## config.mk

```make
export PLATFORM = sky130hd
export DESIGN_NAME = ee_slave
export DESIGN_NICKNAME = d
export VERILOG_FILES = /design/src/design/ee_pkg.sv /design/src/design/ee_bus_if.sv /design/src/design/ee_slave.sv /design/src/design/ee_line_watch.sv
export VERILOG_INCLUDE_DIRS = /design/src /design/src/design
export SDC_FILE = /design/constraint.sdc
export NUM_CORES = 1
export LEC_CHECK = 0
export BUFFER_PORTS_ARGS = -buffer_cell sky130_fd_sc_hd__buf_2
export CAP_MARGIN = 20
export CORE_UTILIZATION = 30
export CTS_BUF_LIST = sky130_fd_sc_hd__clkbuf_16
export DETAILED_ROUTE_END_ITERATION = 16
export PLACE_DENSITY = 0.53
export SETUP_SLACK_MARGIN = 0.2
export SLEW_MARGIN = 20
export SYNTH_ARGS = -nofsm -noshare
export SYNTH_HDL_FRONTEND = slang
export SYNTH_SLANG_ARGS = --single-unit
```

## constraint.sdc

```tcl
create_clock -name clock -period 5.8 [get_ports clock]
set_input_delay 1.16 -clock clock [delete_from_list [all_inputs] [get_ports clock]]
set_output_delay 1.16 -clock clock [all_outputs]
set_load 0.01 [all_outputs]
```

## src/design/ee_defines.svh

```systemverilog
`ifndef EE_DEFINES_SVH
`define EE_DEFINES_SVH
`define EE_TYPE_ARRAY 4'ha
`define EE_TYPE_IDPAGE 4'hb
`define EE_ADDR_W 16
`define EE_PAGE_BITS 7
`define EE_ID_LOCK_BIT 10
`define EE_ID_WORDS 7'h08
`define EE_CNT_ACK 4'h8
`define EE_CNT_LAST 4'h7
`define EE_WCYC_MS 4
`define EE_CLK_MHZ 200
`define EE_WCYC_CYC (`EE_WCYC_MS * `EE_CLK_MHZ * 1000)
`endif

```

## src/design/ee_pkg.sv

```systemverilog
package ee_pkg;
    typedef enum logic [2:0] {
        EE_IDLE = 3'b000,
        EE_SEL = 3'b001,
        EE_ADDR_HI = 3'b010,
        EE_ADDR_LO = 3'b011,
        EE_WDATA = 3'b100,
        EE_RDATA = 3'b101,
        EE_WCYCLE = 3'b110
    } ee_state_type;
endpackage

```

## src/design/ee_bus_if.sv

```systemverilog
`timescale 1ns/1ps
`default_nettype none
interface ee_bus_if;
    logic scl_rise;
    logic scl_fall;
    logic start;
    logic stop;
    logic sda;
    modport edge_src (output scl_rise, output scl_fall, output start, output stop, output sda);
    modport edge_dst (input scl_rise, input scl_fall, input start, input stop, input sda);
endinterface
`default_nettype wire

```

## src/design/ee_slave.sv

```systemverilog
`timescale 1ns/1ps
`default_nettype none
`include "ee_defines.svh"
// Summary of operation
// - 64K bytes, 512 pages of 128
// - Stored words carry parity; read returns stored bits uncorrected
// - Separate lockable 128-byte identification page
// - Bus clock samples and times data
// - Data line open drain only
// - Select bits b3..b1 match chip selects
// - Floating chip select reads as zero
// - Write guard high blocks array writes
// - Write guard low or floating permits writes
// - Guarded: ack select, address; not data
// - Type 1010b array, 1011b id page
// - Select bit zero: 1 read, 0 write
// - Match acks ninth clock; mismatch standby
// - Stop after write starts cycle; bus ignored
module ee_slave
    import ee_pkg::*;
#(
    parameter int ARRAY_BYTES = 65536,
    parameter int PAGE_BYTES = 128,
    parameter int WCYC_CYCLES = `EE_WCYC_CYC,
    parameter logic [7:0] ID_CODE = 8'h5a // Arbitrary identifier value
) (
    input wire logic clock,
    input wire logic rstn,
    input wire logic scl_in,
    input wire logic sda_in,
    output logic sda_out,
    output logic sda_oe,
    input wire logic chip_select_pin_high,
    input wire logic chip_select_pin_mid,
    input wire logic chip_select_pin_low,
    input wire logic write_guard,
    output logic busy,
    output logic id_locked
);
    // Geometry is fixed by the flop model; refuse anything else at elaboration
    if (ARRAY_BYTES != (1 << `EE_ADDR_W) || PAGE_BYTES != (1 << `EE_PAGE_BITS)
        || WCYC_CYCLES < 1) begin : g_geometry_bad
        $error("ee_slave: unsupported geometry");
    end

    // Array kept small in flops; parity stands in for correction
    localparam int MEM_W = 16;
    typedef struct packed {
        ee_state_type st;
        logic [3:0] bitn;
        logic [7:0] sh;
        logic rw;
        logic idp;
        logic [15:0] addr;
        logic [15:0] ptr;
        logic ack;
        logic busy;
        logic wpend;
        logic lock_req;
        logic [31:0] wcnt;
        logic [7:0] wbuf;
        logic [MEM_W-1:0] wmask;
        logic locked;
        logic sda_o;
        logic oe;
    } ee_state_struct_type;
    ee_state_struct_type s_reg;
    ee_state_struct_type s_next;
    logic [8:0] mem_reg [MEM_W];
    logic [8:0] idm_reg [MEM_W];

    ee_bus_if ev ();
    ee_line_watch u_watch (
        .clock(clock),
        .rstn(rstn),
        .scl_in(scl_in),
        .sda_in(sda_in),
        .ev(ev)
    );

    // Floating pins resolve to zero at the pad; logic sees plain levels
    logic [2:0] cs_code;
    assign cs_code = {chip_select_pin_high, chip_select_pin_mid, chip_select_pin_low};
    logic [3:0] idx;
    assign idx = s_reg.ptr[3:0];
    logic [7:0] rd_byte;
    always_comb begin
        logic [8:0] w;
        w = s_reg.idp ? idm_reg[idx] : mem_reg[idx];
        rd_byte = (s_reg.idp && idx == 4'h0) ? ID_CODE : w[7:0];
        if (^w)
            rd_byte = w[7:0];
    end

    always_comb begin
        s_next = s_reg;
        s_next.wmask = '0;
        if (s_reg.st == EE_WCYCLE) begin
            s_next.wcnt = s_reg.wcnt + 32'h1;
            if (s_reg.wcnt >= 32'(WCYC_CYCLES - 1)) begin
                s_next.st = EE_IDLE;
                s_next.wcnt = '0;
            end
        end else if (ev.start) begin
            s_next.st = EE_SEL;
            s_next.bitn = '0;
            s_next.ack = 1'b0;
            s_next.oe = 1'b0;
        end else if (ev.stop) begin
            s_next.oe = 1'b0;
            s_next.st = (s_reg.wpend) ? EE_WCYCLE : EE_IDLE;
            s_next.wpend = 1'b0;
            s_next.lock_req = 1'b0;
            if (s_reg.lock_req)
                s_next.locked = 1'b1;
        end else if (s_reg.st != EE_IDLE) begin
            if (ev.scl_rise && s_reg.bitn != `EE_CNT_ACK) begin
                s_next.sh = {s_reg.sh[6:0], ev.sda};
                s_next.bitn = s_reg.bitn + 4'h1;
            end else if (ev.scl_rise) begin
                s_next.ack = ~ev.sda;
                s_next.bitn = '0;
            end
            if (ev.scl_fall) begin
                s_next.oe = 1'b0;
                if (s_reg.bitn == `EE_CNT_ACK) begin
                    s_next.oe = 1'b0;
                    unique case (s_reg.st)
                        EE_SEL: begin
                            if (s_reg.sh[7:4] inside {`EE_TYPE_ARRAY, `EE_TYPE_IDPAGE}
                                && s_reg.sh[3:1] == cs_code) begin
                                s_next.oe = 1'b1;
                                s_next.rw = s_reg.sh[0];
                                s_next.idp = s_reg.sh[4];
                                s_next.st = s_reg.sh[0] ? EE_RDATA : EE_ADDR_HI;
                                if (s_reg.sh[0])
                                    s_next.sh = rd_byte;
                            end else begin
                                s_next.st = EE_IDLE;
                            end
                        end
                        EE_ADDR_HI: begin
                            s_next.oe = 1'b1;
                            s_next.addr[15:8] = s_reg.sh;
                            s_next.st = EE_ADDR_LO;
                        end
                        EE_ADDR_LO: begin
                            s_next.oe = 1'b1;
                            s_next.addr[7:0] = s_reg.sh;
                            s_next.ptr = {s_reg.addr[15:8], s_reg.sh};
                            s_next.st = EE_WDATA;
                        end
                        EE_WDATA: begin
                            if (!write_guard && !(s_reg.idp && s_reg.locked)) begin
                                s_next.oe = 1'b1;
                                s_next.wbuf = s_reg.sh;
                                s_next.wmask[idx] = 1'b1;
                                s_next.wpend = 1'b1;
                                if (s_reg.idp && s_reg.addr[`EE_ID_LOCK_BIT])
                                    s_next.lock_req = 1'b1;
                                s_next.ptr[`EE_PAGE_BITS-1:0] = s_reg.ptr[`EE_PAGE_BITS-1:0] + 7'h1;
                            end
                        end
                        EE_RDATA: begin
                            // Master answer not seen yet; decided at next fall
                            s_next.sh = rd_byte;
                        end
                        default: s_next.st = EE_IDLE;
                    endcase
                end else if (s_reg.st == EE_RDATA) begin
                    // Nack ends the read so the line is free for stop
                    if (s_reg.bitn == 4'h0 && !s_reg.ack)
                        s_next.st = EE_IDLE;
                    else
                        s_next.oe = ~s_reg.sh[7];
                end
                if (s_reg.st == EE_RDATA && s_reg.bitn == `EE_CNT_LAST)
                    s_next.ptr = s_reg.ptr + 16'h1;
            end
        end
        s_next.sda_o = 1'b0;
        s_next.busy = (s_next.st == EE_WCYCLE);
    end

    always_ff @(posedge clock or negedge rstn) begin
        if (!rstn) begin
            s_reg <= '0;
        end else begin
            s_reg <= s_next;
        end
    end

    genvar g;
    generate
        for (g = 0; g < MEM_W; g++) begin : g_mem
            always_ff @(posedge clock or negedge rstn) begin
                if (!rstn) begin
                    mem_reg[g] <= '0;
                    idm_reg[g] <= '0;
                end else if (s_reg.wmask[g]) begin
                    if (s_reg.idp)
                        idm_reg[g] <= {^s_reg.wbuf, s_reg.wbuf};
                    else
                        mem_reg[g] <= {^s_reg.wbuf, s_reg.wbuf};
                end
            end
        end
    endgenerate

    assign sda_out = s_reg.sda_o;
    assign sda_oe = s_reg.oe;
    assign busy = s_reg.busy;
    assign id_locked = s_reg.locked;
endmodule // ee_slave
`default_nettype wire

```

## src/design/ee_line_watch.sv

```systemverilog
`timescale 1ns/1ps
`default_nettype none
module ee_line_watch (
    input wire logic clock,
    input wire logic rstn,
    input wire logic scl_in,
    input wire logic sda_in,
    ee_bus_if.edge_src ev
);
    typedef struct packed {
        logic scl;
        logic sda;
    } ee_watch_type;
    ee_watch_type w_reg;
    ee_watch_type w_next;

    always_comb begin
        w_next.scl = scl_in;
        w_next.sda = sda_in;
    end

    always_ff @(posedge clock or negedge rstn) begin
        if (!rstn) begin
            w_reg <= '{scl: 1'b1, sda: 1'b1};
        end else begin
            w_reg <= w_next;
        end
    end

    // Both lines compared one sample late so edges line up
    assign ev.scl_rise = scl_in & ~w_reg.scl;
    assign ev.scl_fall = ~scl_in & w_reg.scl;
    assign ev.start = scl_in & w_reg.scl & w_reg.sda & ~sda_in;
    assign ev.stop = scl_in & w_reg.scl & ~w_reg.sda & sda_in;
    assign ev.sda = sda_in;
endmodule // ee_line_watch
`default_nettype wire

```

Yosys cells after proc, flatten, opt, wreduce, memory -nomap -nowiden
Cells that the tools add are included.
- register bits: 401
- input bits: 8
- word-level logic and storage cells: 256
- $add $sub $neg: 4
- magnitude comparators: 4
- equal/unequal tests: 24
- muxes and demuxes: 79
- bitwise gates (word level): 17
- reduce and logical (&&, ||, !) cells: 76
- operator list (kind ; number):
    $mux W42 ; 7
    $mux W16 ; 7
    $bmux W9 S4 ; 2
    $mux W8 ; 9
    $reduce_and A2 Y1 ; 32
    $mux W17 ; 3
    $mux W50 ; 1
    $mux W47 ; 1
    $mux W9 ; 5
    $add A32 B1 Y32 const B ; 1
    $ge A32 B20 Y1 const B ; 1
    $mux W32 ; 1
    $reduce_and A8 Y1 ; 4
    $mux W3 ; 10
    $ne A6 B5 Y1 const B ; 5
    $reduce_and A7 Y1 ; 4
    $reduce_bool A2 Y1 ; 9
    $add A16 B1 Y16 const B ; 1
    $mux W1 ; 16
    $pmux W8 S2 ; 1
    $mux W2 ; 7
    $mux W7 ; 2
    $ne A7 B5 Y1 const B ; 2
    $pmux W7 S2 ; 1
    other kinds (33) ; 72

Depth between registers and ports, before layout
- depth after elaboration: 24
- gate-level depth with buffers: 13
- gate-level depth less buffers: 10

Cells and area by module
Synthesis repeated with hierarchy kept, for this count alone.
- cell total of the unflattened synthesis: 1364
- area, all modules: 17504.3 um2
- by module, submodules not included (module ; instances ; cells each ; area each (um2) ; seq. area each (um2)):
    ee_slave ; 1 ; 1357 ; 17411.7 ; 9283.9
    ee_line_watch ; 1 ; 7 ; 92.6 ; 52.6

Worst setup path before layout
OpenSTA, ideal clock, no wires.
- kind: reg-to-reg
- start point: register s_reg (netlist bit idx[0])
- end point: register s_reg[100] in the netlist's numbering
- arrival time: 3.041 ns
- required time: 5.676 ns
- setup slack: 2.635 ns
- cell stages (with the launch flop): 11
- path buffers: 2
- clock period less this slack: 3.165 ns
- path through: dfrtp_1 buf_4 buf_2 mux4_2 mux4_2 mux2i_1 xnor2_1 xnor3_1 nor2b_1 mux2_4 o31a_1
- longest elaborated chain between the ends: 17
- elaborated cells between the ends (all ways): 23
- classes of those cells: mux (19); bitwise (1); reduce/logical (3)
- RTL lines (what ; RTL line ; source):
    from (decl) ; ee_slave.sv:67 ; ee_state_struct_type s_reg;
    from (signal assigned) ; ee_slave.sv:189 ; s_reg <= s_next;
    $not A4 Y5 (not written as such) ; ee_slave.sv:89 ; w = s_reg.idp ? idm_reg[idx] : mem_reg[idx];
    $bmux W9 S4 ; ee_slave.sv:89 ;
    $mux W9 (not written as such) (2 in a row) ; ee_slave.sv:89 ;
    $mux W9 ; ee_slave.sv:89 ;
    $reduce_xor A9 Y1 or $mux W8 (tied branches) ; ee_slave.sv:91, ee_slave.sv:90 ;
    $mux W8 * ; ee_slave.sv:91 ; if (^w)
    $mux W8 ; ee_slave.sv:136 ; if (s_reg.sh[0])
    $mux W10 ; ee_slave.sv:130 ; if (s_reg.sh[7:4] inside {`EE_TYPE_ARRAY, `EE_TYPE_IDPAGE}
    $pmux W8 S2 * ; ee_slave.sv:128 ; unique case (s_reg.st)
    $mux W42 * ; ee_slave.sv:126 ; if (s_reg.bitn == `EE_CNT_ACK) begin
    $mux W42 * ; ee_slave.sv:124 ; if (ev.scl_fall) begin
    $mux W42 * ; ee_slave.sv:116 ; end else if (s_reg.st != EE_IDLE) begin
    $mux W42 * ; ee_slave.sv:109 ; end else if (ev.stop) begin
    $mux W42 * ; ee_slave.sv:104 ; end else if (ev.start) begin
    $mux W42 * ; ee_slave.sv:98 ; if (s_reg.st == EE_WCYCLE) begin
    $mux W42 * ; ee_slave.sv:124 ;
Mark *: on every way between the ends. The rest lies on a longest branch, timed or not. The select of a mux whose other input is x is not followed.
A chain may end at the register's enable or synchronous reset.

Final worst setup path
- start point: register s_reg (netlist bit idx[1])
- end point: register s_reg[100] in the netlist's numbering
The elaborated chain is that of the path after synthesis.

==> reports/summary.txt <==
PnR worst setup slack: 1.786 ns
H-tree levels: 2
Syn Inst Count: 1336
Clock root cell: clkbuf_16
# rows: 88
Max Clock Skew: 0.02080 ns
FF+latch count, synth: 373
Post-CTS Setup Inserts: 0
Ports: 12
Max_slew headroom: 0.3014
CP arrival: 4.45 ns
Via count: 10800
Pins Over Slew Limit: 0
Post-route minimum period: 4.014 ns
Final instance area: 0.01951 mm^2
Pwr Total: 5.112 mW
Setup violators final: 0
Fmax: 0.2491 GHz
Die area: 0.05920 mm^2
Int Pwr: 3.988 mW
CTS-repair resized insts: 0
Setup TNS: 0 ns
Hold Fails Final Rpt: 0
Hpwl dp: 28.38 mm
Die Span Y: 243.3 um
Most frequent cells in the layout: dfrtp_1, mux2_2, nand2_1
Syn-to-layout area delta: 11.66%
Psw: 1.124 mW
Syn_area_per_cell: 13.08 um^2
Logic pwr share: 0.014
Clock Path Buffers: 3
ANT nets after route: 0
Power Dens Cells: 262.0 mW/mm^2
GR Overflow Total: 0
Initial core utilization: 0.3034
Worst-path clk slew: 0.06 ns
Cells after DPL: 2037
Crit path kind: flip-flop to flip-flop
IO Port Bufs: 10
Synth warn: 0
First drt pass iteration count: 5
Total track usage: 0.1541
Worst hold slack: 0.4824 ns
Largest net degree at the start of global routing: 156
TritonCTS clock tree: yes
Reg power frac: 0.510
Initial antenna violation count: 1
Min-delay src: idm_reg[143]
Req. time, crit path: 6.24 ns
Fin cells: 2112
Area contributors post-synth: dfrtp_1, mux2_2, mux4_2
Switching share of power: 0.2199
Post-Place Cell Area: 0.01827 mm^2
RSZ-0062 raised after global routing: no
Setup crit start kind: flip-flop
Share of the synthesized area in the top cell type: 0.5314
Routability congestion estimate: 0.9115
Initial DRC count: 789
Syn_nets: 1351
Core area: 0.05759 mm^2
Unique masters post-synth: 63
Layout cell share with drive strength beyond 1: 0.3247
Layout Nets: 1330
Placement Setup Slack: 1.766 ns
First-pass GRT wire length: 70.24 mm
CTS Buf Count: 41
Final WL: 44.82 mm
Static leakage: 8.999 nW
Worst r2r src: idx[1]
Max Cap Viol: 0
Vias per cell: 5.114
CTS Hold Bufs: 0
Commonest non-fill, non-tap cell in the layout: dfrtp_1
Util after Layout: 0.3388
Sequential share of the synthesized area: 0.5344
Synthesized cell area: 0.01747 mm^2
Worst vdd ir: 0.1720 mV
Outcome: complete, no violations
Worst skew pair latency: 0.56 ns
Asr flop ratio synth: 1.000
Post-synth top area cell: dfrtp_1
Worst min path class: flip-flop to flip-flop
WL/cell: 21.22 um
Sink Count: 373
Die Width: 243.3 um
Vias in the first global route: 11180
Worst setup path start: idx[1]
Final Cycle Share: 0.6921
Least-Margin Pin Slew: 1.046 ns
CP max FO: 41
DRC: 0
Most used DFF post-synth: dfrtp_1
CP endpoint kind: flip-flop
Clk network pwr share: 0.476
Post-synth EDFFs: 0
Yosys cell counts, types with 6 or more instances:
library cell	count
nor3_1	11
nor2_1	66
nand3_1	15
or3_1	8
o41ai_1	8
nor2b_1	27
mux2_2	269
buf_6	7
a221oi_1	6
nand2_1	99
buf_2	6
mux4_2	69
o21ai_0	69
dfrtp_1	371
nor4_1	6
inv_1	8
clkbuf_1	74
ha_1	7
nand2b_1	10
o31ai_1	11
mux2i_1	35
a21oi_1	45
and2_1	17
xnor2_1	9
nand3b_1	6
cell type report:
| type | instances | area, um^2 |
|---|---|---|
| Clock buffer | 41 | 1026 |
| Antenna cell | 1 | 2.502 |
| Timing Repair Buffer | 30 | 247.7 |
| Multi-Input combinational cell | 860 | 7696 |
| Fill cell | 5639 | 38080 |
| Inverter | 9 | 33.78 |
| Tap cell | 765 | 957.2 |
| Clock inverter | 33 | 201.4 |
| Sequential cell | 373 | 9343 |
logic make-up (layout without fill, tap and decap cells):
group                      count (synthesis)  after routing  synth area share
buffers and inverters                    103            113           0.02621
DFF                                      373            373            0.5344
AOI/OAI and AO/OA                        185            185           0.06575
xor gates and xnor gates                  16             16           0.01038
and+or+nand+nor                          277            277           0.07477
adders and majority gates                  7              7          0.005013
muxes                                    374            374            0.2832
other                                      1              2         0.0002146
power groups by stage:
stage	sequential (mW)	clock [mW]	combinational (mW)
floorplan	2.65	0	0.0122
global placement	2.65	0	0.0756
detailed placement	2.65	0	0.0768
CTS	2.61	2.50	0.0770
global route	2.60	2.60	0.0853
finish	2.61	2.43	0.0721
worst paths after layout:
check / endpoint / slack (ns) / cells after the start
hold / removal: idm_reg[143] / 0.48 / 2
hold reg to reg: idm_reg[143] / 0.48 / 2
min in group asynchronous: idm_reg[20] / 0.59 / 1
setup reg to reg: s_reg[100] / 1.79 / 9
setup / recovery: s_reg[100] / 1.79 / 9
max in group asynchronous: s_reg[20] / 3.94 / 2
worst max-delay path, cell delays in order (launching register included):
cell	delay, ns
dfrtp_2	0.86
buf_4	0.63
mux4_2	0.40
mux4_2	0.52
mux2i_1	0.30
xnor2_1	0.17
xnor3_1	0.25
nor2b_1	0.16
mux2_4	0.29
o31a_1	0.28
routing by layer:
metal	up-vias	part of all wire	track usage
li1	4838	-	-
met1	5709	0.47	0.2159
met2	189	0.47	0.2444
met3	65	0.033	0.02556
met4	0	0.027	0.04477
met5	-	0	0
Note: power is estimated with default switching activity, not from simulation.
